--- config.mk ---
export PLATFORM = sky130hd
export DESIGN_NAME = asc_ctrl
export DESIGN_NICKNAME = d
export VERILOG_FILES = /design/src/rtl/asc_fifo.sv /design/src/rtl/asc_pkg.sv /design/src/rtl/asc_ctrl.sv
export SDC_FILE = /design/constraint.sdc
export NUM_CORES = 1
export LEC_CHECK = 0
export BUFFER_PORTS_ARGS = -buffer_cell sky130_fd_sc_hd__buf_2
export CAP_MARGIN = 20
export CORE_MARGIN = 2
export CORE_UTILIZATION = 50
export CTS_BUF_LIST = sky130_fd_sc_hd__clkbuf_8
export DETAILED_ROUTE_END_ITERATION = 10
export HOLD_SLACK_MARGIN = 0.15
export PLACE_DENSITY = 0.63
export SETUP_SLACK_MARGIN = 0.3
export SLEW_MARGIN = 20
export SYNTH_ARGS = -nofsm -noshare
export SYNTH_HDL_FRONTEND = slang
export SYNTH_SLANG_ARGS = --single-unit
--- constraint.sdc ---
create_clock -name mclk_in -period 6.95 [get_ports mclk_in]
set_input_delay 1.39 -clock mclk_in [delete_from_list [all_inputs] [get_ports mclk_in]]
set_output_delay 1.39 -clock mclk_in [all_outputs]
set_load 0.1 [all_outputs]
--- src/rtl/asc_fifo.sv ---
// buffer: no logic here, the sample fifo module sits beside the controller in asc_ctrl.sv

--- src/rtl/asc_pkg.sv ---
// package: constants, states and carrier structs for the serial conversion controller
package asc_pkg;

  // ************************************************************
  // clocking and timing
  // ************************************************************
  localparam int unsigned CLK_HZ            = 50000000;
  localparam int unsigned INT_OSC_HZ        = 307200;   // internal conversion clock
  localparam int unsigned INT_SCK_HZ        = 38400;    // internal shift clock
  localparam int unsigned EXT_SCK_DIV       = 8;        // external conv clock / 8
  localparam int unsigned CONV_PERIODS      = 41036;    // conversion clock periods per conversion
  localparam int unsigned XFER_BITS         = 24;       // shift periods per result
  localparam int unsigned XFER_CONV_PERIODS = XFER_BITS * EXT_SCK_DIV; // 192
  // cycles per internal oscillator period, rounded down
  localparam int unsigned OSC_DIV  = CLK_HZ / INT_OSC_HZ;
  // cycles per half period of internal shift clock
  localparam int unsigned ISCK_HALF = CLK_HZ / (2 * INT_SCK_HZ);
  // internal oscillator ticks past this count with no pin toggle before external clock is dropped
  localparam int unsigned EXT_LOSS_TICKS = 4;

  // ************************************************************
  // channel selection layout (filled in from full specification)
  // ************************************************************
  localparam int unsigned SEL_W       = 8;
  localparam int unsigned CH_W        = 4;
  localparam int unsigned SEL_EN_BIT  = 7;   // selection word valid
  localparam int unsigned SEL_SGL_BIT = 6;   // single-ended when set
  localparam int unsigned SEL_ODD_BIT = 5;   // swap pair polarity
  localparam int unsigned SEL_ADR_LSB = 0;   // pair address, three bits
  localparam int unsigned SEL_ADR_W   = 3;
  localparam logic [CH_W-1:0] RST_POS_CH = 4'h0;
  localparam logic [CH_W-1:0] RST_NEG_CH = 4'h1;

  // ************************************************************
  // result layout
  // ************************************************************
  localparam int unsigned RES_W      = 24;
  localparam int unsigned CODE_W     = 16;
  localparam logic [1:0]  STAT_OVER  = 2'h3;
  localparam logic [1:0]  STAT_UNDER = 2'h0;
  localparam logic [1:0]  STAT_POS   = 2'h2;
  localparam logic [1:0]  STAT_NEG   = 2'h1;

  typedef enum logic [1:0] {
    ASC_CONV  = 2'h0,
    ASC_SLEEP = 2'h1,
    ASC_XFER  = 2'h2
  } asc_state_t;

  // mux routing toward the analog front end
  typedef struct packed {
    logic [CH_W-1:0] pos_ch;
    logic [CH_W-1:0] neg_ch;
    logic            neg_is_shared;
  } asc_route_t;

  // one finished conversion sample from the modulator
  typedef struct packed {
    logic [CODE_W-1:0] code;
    logic              over;
    logic              under;
  } asc_sample_t;

endpackage : asc_pkg

--- src/rtl/asc_ctrl.sv ---
// top: conversion, sleep and serial transfer control of a multi-channel converter
// How it works
// - after conversion, sleep and stay asleep while chip select is high
// - chip select low wakes converter and enables serial input and output
// - chip select rising during result shift aborts and starts new conversion
// - serial output is released whenever chip select is high
// - outside transfer, serial output high while converting, low when done
// - shift clock pin level at reset and chip select fall picks clock mode
// - internal mode drives shift clock at 38.4 kHz or conversion clock / 8
// - result transfer is 24 shift periods, 192 conversion periods internally
// - static frequency pin uses internal 307.2 kHz oscillator
// - toggling frequency pin overrides internal oscillator while it rises at least every 4 oscillator periods, up to 4000 kHz
// - channel select word shifted in on serial input during result transfer
// - first conversion after new selection is valid, no discarded conversions
// - single-ended configurations route shared input as negative input
// - each of sixteen inputs usable single-ended or in a differential pair
// - over and under range give distinct result codes
// - during transfer, serial output carries result bits
// - output changes on falling shift edge, input captured on rising edge
// - transfer ends after 24 bits or chip select rise, then converts
// - chip select rise before first rising shift edge returns to sleep
// - after reset, clear state and convert channel 0 positive, 1 negative
module asc_ctrl #(
  parameter int unsigned CONV_PERIODS = asc_pkg::CONV_PERIODS,
  parameter int unsigned FIFO_DEPTH   = 16
) (
  input  wire logic                   mclk_in,
  input  wire logic                   resetn_in,
  input  wire logic                   cs_n_in,
  input  wire logic                   sck_in,
  output logic                        sck_out,
  output logic                        sck_oe_n_out,
  input  wire logic                   serial_in_pin_in,
  output logic                        serial_out_pin_out,
  output logic                        serial_out_oe_n_out,
  input  wire logic                   conversion_clock_ctrl_pin_in,
  input  wire asc_pkg::asc_sample_t   sample_in,
  input  wire logic                   sample_valid_in,
  output logic                        sample_ready_out,
  output asc_pkg::asc_route_t         route_out,
  output logic                        converting_out,
  output logic                        sleep_out,
  output logic                        ext_clk_out,
  output logic                        int_sck_mode_out
);
  initial begin
    if (CONV_PERIODS < 2) $error("conversion length too short");
  end

  // ************************************************************
  // sample buffer between modulator and controller
  // ************************************************************
  localparam int unsigned SW = $bits(asc_pkg::asc_sample_t);
  logic [SW-1:0] fifo_rdata;
  logic          fifo_rvalid;
  logic          fifo_rready;
  logic          fifo_wready;
  asc_pkg::asc_sample_t fifo_sample;

  asc_fifo #(.WIDTH(SW), .DEPTH(FIFO_DEPTH)) u_fifo (
    .mclk_in    (mclk_in),
    .resetn_in  (resetn_in),
    .wdata_in   (sample_in),
    .wvalid_in  (sample_valid_in),
    .wready_out (fifo_wready),
    .rdata_out  (fifo_rdata),
    .rvalid_out (fifo_rvalid),
    .rready_in  (fifo_rready)
  );
  assign fifo_sample = asc_pkg::asc_sample_t'(fifo_rdata);

  // ************************************************************
  // state
  // ************************************************************
  typedef struct packed {
    asc_pkg::asc_state_t                    fsm;
    logic                                   cs_q;
    logic                                   sck_q;
    logic                                   f0_q;
    logic                                   int_mode;
    logic                                   started;
    logic [$clog2(asc_pkg::OSC_DIV+1)-1:0]  osc_cnt;
    logic [$clog2(asc_pkg::EXT_LOSS_TICKS+1)-1:0] loss_cnt;
    logic                                   ext_clk;
    logic [$clog2(CONV_PERIODS+1)-1:0]      conv_cnt;
    logic [$clog2(asc_pkg::ISCK_HALF+1)-1:0] isck_cnt;
    logic [2:0]                             ediv_cnt;
    logic                                   sck_o;
    logic [4:0]                             bit_cnt;
    logic [asc_pkg::RES_W-1:0]              shreg;
    logic [asc_pkg::SEL_W-1:0]              sel_sh;
    logic [asc_pkg::RES_W-1:0]              result;
    logic                                   serial_out_pin;
    logic                                   sdo_oe_n;
    logic                                   sample_rd;
    logic                                   sck_oe_n;
    logic                                   busy;
    logic                                   asleep;
    logic                                   booted;
    asc_pkg::asc_route_t                    route;
  } asc_st_t;

  asc_st_t st;
  asc_st_t next_st;

  // ************************************************************
  // derived events
  // ************************************************************
  logic cs_fall;
  logic cs_rise;
  logic osc_tick;
  logic f0_edge;
  logic conv_tick;
  logic sck_now;
  logic sck_rise;
  logic sck_fall;
  asc_pkg::asc_route_t sel_route;

  assign cs_fall  = st.cs_q && !cs_n_in;
  assign cs_rise  = !st.cs_q && cs_n_in;
  assign osc_tick = st.osc_cnt == ($bits(st.osc_cnt))'(asc_pkg::OSC_DIV - 1);
  assign f0_edge  = conversion_clock_ctrl_pin_in && !st.f0_q && st.booted; // no false edge out of reset
  assign conv_tick = st.ext_clk ? f0_edge : osc_tick;
  assign sck_now  = st.int_mode ? st.sck_o : sck_in;
  assign sck_rise = sck_now && !st.sck_q;
  assign sck_fall = !sck_now && st.sck_q;

  // selection word decode, route toward mux
  always_comb begin
    sel_route = st.route;
    if (st.sel_sh[asc_pkg::SEL_EN_BIT]) begin
      if (st.sel_sh[asc_pkg::SEL_SGL_BIT]) begin
        sel_route.pos_ch = {st.sel_sh[asc_pkg::SEL_ADR_LSB +: asc_pkg::SEL_ADR_W],
                            st.sel_sh[asc_pkg::SEL_ODD_BIT]};
        sel_route.neg_ch = '0;
        sel_route.neg_is_shared = 1'b1;
      end else begin
        sel_route.pos_ch = {st.sel_sh[asc_pkg::SEL_ADR_LSB +: asc_pkg::SEL_ADR_W],
                            st.sel_sh[asc_pkg::SEL_ODD_BIT]};
        sel_route.neg_ch = {st.sel_sh[asc_pkg::SEL_ADR_LSB +: asc_pkg::SEL_ADR_W],
                            !st.sel_sh[asc_pkg::SEL_ODD_BIT]};
        sel_route.neg_is_shared = 1'b0;
      end
    end
  end

  // ************************************************************
  // next state
  // ************************************************************
  always_comb begin
    next_st = st;
    next_st.cs_q = cs_n_in;
    next_st.f0_q = conversion_clock_ctrl_pin_in;
    next_st.sck_q = sck_now;
    next_st.sample_rd = 1'b0;
    next_st.booted = 1'b1;

    // conversion clock source: external once pin toggles, internal when static
    next_st.osc_cnt = osc_tick ? '0 : st.osc_cnt + 1'b1;
    if (f0_edge) begin
      next_st.ext_clk  = 1'b1;
      next_st.loss_cnt = '0;
    end else if (osc_tick) begin
      if (st.loss_cnt == ($bits(st.loss_cnt))'(asc_pkg::EXT_LOSS_TICKS)) begin
        next_st.ext_clk = 1'b0;
      end else begin
        next_st.loss_cnt = st.loss_cnt + 1'b1;
      end
    end

    // shift clock mode strapped on the first cycle after reset and at each chip select fall
    if (cs_fall || !st.booted) next_st.int_mode = sck_in;

    case (st.fsm)
      asc_pkg::ASC_CONV: begin
        next_st.serial_out_pin = 1'b1;
        if (conv_tick) next_st.conv_cnt = st.conv_cnt + 1'b1;
        if (st.conv_cnt == ($bits(st.conv_cnt))'(CONV_PERIODS) && fifo_rvalid) begin
          // sample taken straight from this conversion, none discarded
          next_st.sample_rd = 1'b1;
          next_st.result = {(fifo_sample.over  ? asc_pkg::STAT_OVER :
                             fifo_sample.under ? asc_pkg::STAT_UNDER :
                             fifo_sample.code[asc_pkg::CODE_W-1] ? asc_pkg::STAT_NEG : asc_pkg::STAT_POS),
                            fifo_sample.over  ? {asc_pkg::CODE_W{1'b0}} :
                            fifo_sample.under ? {asc_pkg::CODE_W{1'b1}} : fifo_sample.code,
                            6'h00};
          next_st.fsm = asc_pkg::ASC_SLEEP;
        end
      end
      asc_pkg::ASC_SLEEP: begin
        next_st.serial_out_pin = 1'b0;
        if (!cs_n_in) begin
          next_st.fsm      = asc_pkg::ASC_XFER;
          next_st.shreg    = st.result;
          next_st.bit_cnt  = '0;
          next_st.started  = 1'b0;
          next_st.sel_sh   = '0;
          next_st.sck_o    = 1'b1;
          next_st.isck_cnt = '0;
          next_st.ediv_cnt = '0;
        end
      end
      asc_pkg::ASC_XFER: begin
        // internal shift clock: half period of ISCK_HALF master clock cycles or conv clock / 8
        if (st.int_mode) begin
          if (st.ext_clk) begin
            if (f0_edge) begin
              next_st.ediv_cnt = st.ediv_cnt + 1'b1;
              if (st.ediv_cnt[1:0] == 2'h3) next_st.sck_o = !st.sck_o;
            end
          end else if (st.isck_cnt == ($bits(st.isck_cnt))'(asc_pkg::ISCK_HALF - 1)) begin
            next_st.isck_cnt = '0;
            next_st.sck_o = !st.sck_o;
          end else begin
            next_st.isck_cnt = st.isck_cnt + 1'b1;
          end
        end
        if (!st.started) next_st.serial_out_pin = st.shreg[asc_pkg::RES_W-1];
        if (sck_fall && st.started) begin
          next_st.serial_out_pin   = st.shreg[asc_pkg::RES_W-1];
        end
        if (sck_rise) begin
          next_st.started = 1'b1;
          // later bits only clock the result out, the word stays as first shifted
          if (st.bit_cnt < 5'(asc_pkg::SEL_W)) begin
            next_st.sel_sh = {st.sel_sh[asc_pkg::SEL_W-2:0], serial_in_pin_in};
          end
          next_st.shreg   = {st.shreg[asc_pkg::RES_W-2:0], 1'b0};
          next_st.bit_cnt = st.bit_cnt + 1'b1;
        end
        if (cs_n_in && !st.started) begin
          next_st.fsm = asc_pkg::ASC_SLEEP;
          next_st.sck_o = 1'b1;
        end else if (cs_n_in ||
                     (st.bit_cnt == 5'(asc_pkg::XFER_BITS) && (!st.int_mode || st.sck_o))) begin
          next_st.fsm      = asc_pkg::ASC_CONV;
          next_st.conv_cnt = '0;
          if (st.bit_cnt >= 5'(asc_pkg::SEL_W)) next_st.route = sel_route; // partial word keeps old route
          next_st.sck_o    = 1'b1;
        end
      end
      default: next_st.fsm = asc_pkg::ASC_CONV;
    endcase

    next_st.sdo_oe_n = cs_n_in;
    next_st.sck_oe_n = !(next_st.int_mode && next_st.fsm == asc_pkg::ASC_XFER && !cs_n_in);
    next_st.busy     = next_st.fsm == asc_pkg::ASC_CONV;
    next_st.asleep   = next_st.fsm == asc_pkg::ASC_SLEEP && cs_n_in;
  end

  // ************************************************************
  // registers
  // ************************************************************
  always_ff @(posedge mclk_in) begin
    if (!resetn_in) begin
      st <= '0;
      st.cs_q  <= 1'b1;
      st.sck_o <= 1'b1;
      st.serial_out_pin   <= 1'b1;
      st.sdo_oe_n <= 1'b1;
      st.sck_oe_n <= 1'b1;
      st.busy     <= 1'b1;
      st.route <= '{pos_ch: asc_pkg::RST_POS_CH, neg_ch: asc_pkg::RST_NEG_CH, neg_is_shared: 1'b0};
    end else begin
      st <= next_st;
    end
  end

  assign fifo_rready = next_st.sample_rd;

  // ************************************************************
  // outputs
  // ************************************************************
  assign sck_out             = st.sck_o;
  assign sck_oe_n_out        = st.sck_oe_n;
  assign serial_out_pin_out  = st.serial_out_pin;
  assign serial_out_oe_n_out = st.sdo_oe_n;
  assign sample_ready_out    = fifo_wready;
  assign route_out           = st.route;
  assign converting_out      = st.busy;
  assign sleep_out           = st.asleep;
  assign ext_clk_out         = st.ext_clk;
  assign int_sck_mode_out    = st.int_mode;
endmodule // asc_ctrl

// ************************************************************
// sample fifo
// ************************************************************
module asc_fifo #(
  parameter int unsigned WIDTH = 24,
  parameter int unsigned DEPTH = 16
) (
  input  wire logic             mclk_in,
  input  wire logic             resetn_in,
  input  wire logic [WIDTH-1:0] wdata_in,
  input  wire logic             wvalid_in,
  output logic                  wready_out,
  output logic [WIDTH-1:0]      rdata_out,
  output logic                  rvalid_out,
  input  wire logic             rready_in
);
  localparam int unsigned AW = $clog2(DEPTH);
  initial begin
    if (DEPTH < 2 || (1 << AW) != DEPTH) $error("fifo depth must be a power of two");
  end

  // ready is registered so the controller can pass it straight out
  typedef struct packed {
    logic [AW:0] wptr;
    logic [AW:0] rptr;
    logic        wready;
  } asc_fifo_st_t;

  logic [WIDTH-1:0] mem [DEPTH];
  asc_fifo_st_t     st;
  asc_fifo_st_t     next_st;
  logic             do_wr;
  logic             do_rd;

  assign wready_out = st.wready;
  assign rvalid_out = st.wptr != st.rptr;
  assign rdata_out  = mem[st.rptr[AW-1:0]];
  assign do_wr      = wvalid_in && st.wready;
  assign do_rd      = rvalid_out && rready_in;

  always_comb begin
    next_st = st;
    if (do_wr) next_st.wptr = st.wptr + 1'b1;
    if (do_rd) next_st.rptr = st.rptr + 1'b1;
    next_st.wready = (next_st.wptr - next_st.rptr) != (AW+1)'(DEPTH);
  end

  always_ff @(posedge mclk_in) begin
    if (!resetn_in) begin
      st        <= '0;
      st.wready <= 1'b1;
    end else begin
      st <= next_st;
    end
    if (do_wr) mem[st.wptr[AW-1:0]] <= wdata_in;
  end
endmodule // asc_fifo

; Yosys cells after proc, flatten, opt, wreduce, memory -nomap -nowiden
; Memory sizes are Yosys's and may differ from the RTL's. A register that Yosys moved wholly into a read port is not among the register bits.
; Cells that the tools add are included.
[classes]
eq_ne = 27
bitwise = 3
n_shift = 0
reduce_logical = 47
div_mod_pow = 0
order_cmp = 2
mul = 0
n_mux = 54
n_addsub = 9
[op_table]
columns = operator, count
row1 = $pmux 51 s2, 1
row2 = $mux 16, 5
row3 = $mux 51, 1
row4 = $mux 9, 5
row5 = $mux 37, 1
row6 = $pmux 16 s2, 1
row7 = $mux 10, 3
row8 = $ne 2x2->1 const B, 10
row9 = $ne 5x5->1 const B, 4
row10 = $mux 1, 19
row11 = $add 16x1->16 const B, 1
row12 = $eq 16x16->1 const B, 1
row13 = $add 5x1->5 const B, 3
row14 = $mux 5, 3
row15 = $logic_and 1x1->1, 14
row16 = $mux 14, 1
row17 = $mux 2, 7
row18 = $reduce_and 4->1, 3
row19 = $add 10x1->10 const B, 1
row20 = $eq 10x10->1 const B, 1
row21 = $logic_not 1->1, 10
row22 = $reduce_and 5->1, 2
row23 = $add 8x1->8 const B, 1
row24 = $eq 8x8->1 const B, 1
row25 = 26 further kinds, 43
[totals]
out_inout_bits = 18
in_bits = 25
n_memories = 1
ff_bits = 129
mem_bits_ro = 0
latch_bits = 0
ramBits = 288
word_cells = 171
[mem_list]
columns = memory, words, width, read_ports, rd_ports_with_merged_regs, wr, line
row1 = u_fifo.mem, 16, 18, 1, 1, 1, asc_ctrl.sv:314  ; logic [WIDTH-1:0] mem [DEPTH];

; Longest topological paths before layout
[depth]
depth_word = 11
depth_mapped = 13
depth_no_buf = 12

; Modules after synthesis
; A second synthesis with hierarchy kept.
[hier_totals]
cells_unflattened = 1110
hier_area_um2 = 16846.2
[modules_own_cells]
columns = module, cells_per_inst, instances, seq_area_each_um2, area_each_um2
row1 = asc_fifo, 493, 1, 8868.5, 11654.9
row2 = asc_ctrl, 617, 1, 2222.1, 5191.2

; Worst setup path before layout
; OpenSTA, ideal clock, no wires.
[synth_path]
path_type = input to register
from = input port sample_valid_in
to = register u_fifo.st, in the netlist u_fifo.wready_out
setup_ps = 121
required_ps = 6829
arrival_time_ps = 2949
n_path_buf = 0
path_slack_ps = 3880
path_stages = 6
path_cell_list = and3_1 -> and3_1 -> xor3_1 -> a31oi_1 -> o2111ai_1 -> nor2b_1
[synth_via]
elab_chain_cells = 4
[synth_lines]
columns = element, line
row1 = "start, declared", asc_ctrl.sv:38  ; input wire logic sample_valid_in,
row2 = $logic_and 1x1->1, asc_ctrl.sv:323  ; assign do_wr = wvalid_in && st.wready;
row3 = $mux 5, asc_ctrl.sv:328  ; if (do_wr) next_st.wptr = st.wptr + 1'b1;
row4 = $sub 5x5->5, asc_ctrl.sv:330  ; next_st.wready = (next_st.wptr - next_st.rptr) != (AW+1)'(DEPTH);
row5 = $ne 5x5->1, asc_ctrl.sv:330
row6 = "end signal, assigned", asc_ctrl.sv:338  ; st <= next_st;
row7 = "end, declared", asc_ctrl.sv:315  ; asc_fifo_st_t st;
; No other way between the ends.
; A chain may end at the register's enable or synchronous reset.

==> summary.txt <==
Outcome
  • Status: finished clean

Critical path
  • CP bufs+invs: 3
  • Critical path fanouts, max: 42
  • FF-to-FF Start: u_fifo.st[2]
  • Worst setup EP type: flop
  • Critical path's slowest cell: dfxtp_4
  • Setup CP Type: reg -> reg
  • Cell family with most CP delay: buffers and inverters
  • Worst path max stage delay: 700 ps
  • WP data arrival: 4120 ps
  • Reg2Reg Setup Slack: 3290 ps
  • Startpoint Class: flop
  • Worst Path Required: 7410 ps
  • Worst path cell trace: buf_4 -> xor2_1 -> nor3_1 -> a311oi_2 -> buf_4 -> xor2_1 -> ha_1 -> inv_1 -> or3_1 -> a21oi_1 -> nand4b_1 -> a211oi_1 -> nor2b_1
  • RR Endpoint: u_fifo.wready_out
  • R2R depth: 13

Die
  • Initial Util: 50.8%
  • Die ar.: 34500 sq um
  • Std cell rows: 66
  • DIE HEIGHT: 186 um
  • Die width: 186 um
  • Core area: 32500 sq um
  • # IOs: 43

Global routing
  • Largest net degree at the start of global routing: 56
  • Total gr overflow: 0
  • Vias in the first global route: 8848
  • Initial antenna violation count: 1
  • First-pass GRT wire length: 49700 um
  • Overall global routing resource usage: 19.3%

Clocking
  • CTS tree: built
  • Clock-pin slew on the worst setup and hold paths: 60 ps
  • Clock sinks: 410
  • Hold Buf Count CTS: 0
  • Root Driver: clkbuf_8
  • Clock Latency Late Sink: 590 ps
  • CTS buffer count: 68
  • Post-CTS setup buffers: 0
  • Max clock buf depth: 3
  • H-tree levels: 3
  • # resized after CTS: 0

Placed design
  • Routability cong.: 0.751
  • Post-Place Cells: 1504
  • Port buffer count: 42
  • Post-DP HPWL: 19200 um

Synthesis
  • Synth Warn #: 0
  • Adder-Cell Fraction of Synth Area: 1.51%
  • Largest family of logic cells by synthesized area: multiplexers
  • Post-synthesis mux area share: 12.5%
  • Cell with the most instances after synthesis: edfxtp_1
  • FFs w/ async S/R, synth: 0%
  • Sequential area share after synthesis: 67.1%
  • Syn Inst Count: 1061
  • Primary FF master, synth: edfxtp_1
  • Synthesized flop and latch total: 410
  • Synth top cells by count: edfxtp_1, dfxtp_1, mux4_2, nand2_1, nor2_1
  • Synth area leaders: edfxtp_1, dfxtp_1, mux4_2
  • Leading area contributor after synthesis: edfxtp_1
  • Post-Syn Area: 16500 sq um
  • Cell variety after synth: 60
  • Xor/xnor share of the synthesized area: 2.32%
  • Syn avg cell area: 15.6 sq um
  • Post-Synth Simple-Gate Area: 9.86%
  • Synth top area share: 52.3%
  • Compound-Gate Fraction of Synth Area: 4.68%
  • Net count after synthesis: 1106
  • Post-synth EDFFs: 288

STA
  • Worst-margin pin slew: 1060 ps
  • Post-route setup TNS: 0 ps
  • Max-slew headroom: 29.5%
  • Final setup viols: 0
  • Final Hold Fails: 0
  • Slew Limit Fails: 0
  • RSZ-0062 raised after global routing: no
  • Tcrit/Tclk final: 52.7%
  • F_max: 273 MHz
  • Tmin final: 3660 ps
  • Setup Skew: 24.0 ps

Routing
  • Routed WL: 31900 um
  • DR vias: 8919
  • Detail Route Antenna Nets: 0
  • First-pass DRT Iterations: 5
  • WL/cell: 19.7 um
  • Vias per cell: 5.51
  • # DRC: 0
  • DR iter-0 viols: 573

Min path
  • Worst hold start: st[25]
  • Min-Delay Endpoint: st[25]
  • Worst min-delay path category: reg -> reg
  • Worst hold stages: 2

Power
  • P_leak: 6.33 nW
  • Worst VDD drop: 0.000167 V
  • Power Dens Cells: 258 nW/um^2

Finish
  • Fin cells: 1620
  • Fillers: 2659
  • Share of layout cells above drive strength 1: 21.1%
  • Nets: 1178
  • Layout Area Growth over Synthesis: 11.5%
  • Number of diodes: 0

Job
  • Max Cap Viol: 0
## stage by stage
| step | power (mW) | hold WS, ps | instance area, sq um | utilization, % | worst slack (ps) |
|---|---|---|---|---|---|
| global placement | 2.83 | 439 | 17100 | 52.6 | 3330 |
| global route | 4.93 | 473 | 18400 | 56.6 | 2960 |
| floorplan | 2.77 | 425 | 16500 | - | 3880 |
| finish | 4.75 | 446 | 18400 | 56.6 | 3290 |
| detailed placement | 2.83 | 443 | 17200 | 52.7 | 3290 |
| CTS | 4.81 | 451 | 18400 | 56.6 | 3280 |
## worst min-delay path, stage by stage (launching register included)
cell and delay, ps:
dfxtp_1 310, nand2_1 50, o21ai_1 50
## layout by cell type, fill, tap and decap left out, drive strengths merged, types with 6 or more instances in the layout
master,Yosys,routed
xor2,21,21
nand4b,6,6
nor2b,35,35
ha,20,20
mux2i,9,9
and3,10,10
mux4,87,87
nor3,10,10
and2,25,25
o211a,18,18
nor2,62,62
edfxtp,288,288
clkinv,0,13
a22oi,15,15
inv,15,39
a21oi,20,20
nand2,76,76
o21ai,34,34
nor4b,8,8
buf,28,58
nand3,41,41
clkbuf,28,75
xnor2,20,20
dfxtp,122,122
nor3b,6,6
## cell type report
type                            count  area, sq um  area share (%)
Inverter                           15         56.3           0.305
Sequential cell                   410        11100            60.2
Multi-Input combinational cell    580         5110            27.7
Clock buffer                       75         1030            5.60
Timing Repair Buffer               58          353            1.91
Clock inverter                     40          226            1.23
Tap cell                          442          553            3.00
## logic make-up after synthesis
logic type / Yosys count
AO/OA/AOI/OAI: 112
XOR/XNOR: 42
adder cells (fa/ha/maj): 20
buffers and inverters: 71
flip-flops: 410
multiplexers: 97
AND/OR/NAND/NOR: 309
## routing by layer
layer	vias to the layer above	share of wire, %	track usage [%]
met5	-	0.025	0
met4	2	2.1	6.74
met2	181	49	31.9
met3	54	4.2	4.07
met1	4487	44	25.3
li1	4195	-	-
## power by group
group,switching (mW),internal (mW),total (mW)
Clock,0.908,1.06,1.97
Combinational,0.0871,0.0411,0.128
Sequential,0.0108,2.64,2.65
Total,1.01,3.74,4.75
## flip-flops by register name, summed over array words and instances, names as in the netlist, 9 cells and up
signal,cells
u_fifo.st,10
st,94
route_out,9
u_fifo.mem,288
## worst max-delay path by stage
stage	start	end	slack (ps)	cells past startpoint
2_1_floorplan	sample_valid_in	u_fifo.wready_out	3880	6
3_3_place_gp	u_fifo.st[2]	u_fifo.wready_out	3330	13
3_5_place_dp	u_fifo.st[2]	u_fifo.wready_out	3290	13
4_1_cts	u_fifo.st[2]	u_fifo.wready_out	3280	13
5_1_grt	u_fifo.st[2]	u_fifo.wready_out	2960	12
6_report	u_fifo.st[2]	u_fifo.wready_out	3290	13
No activity file was read; power rests on OpenSTA's default activity.
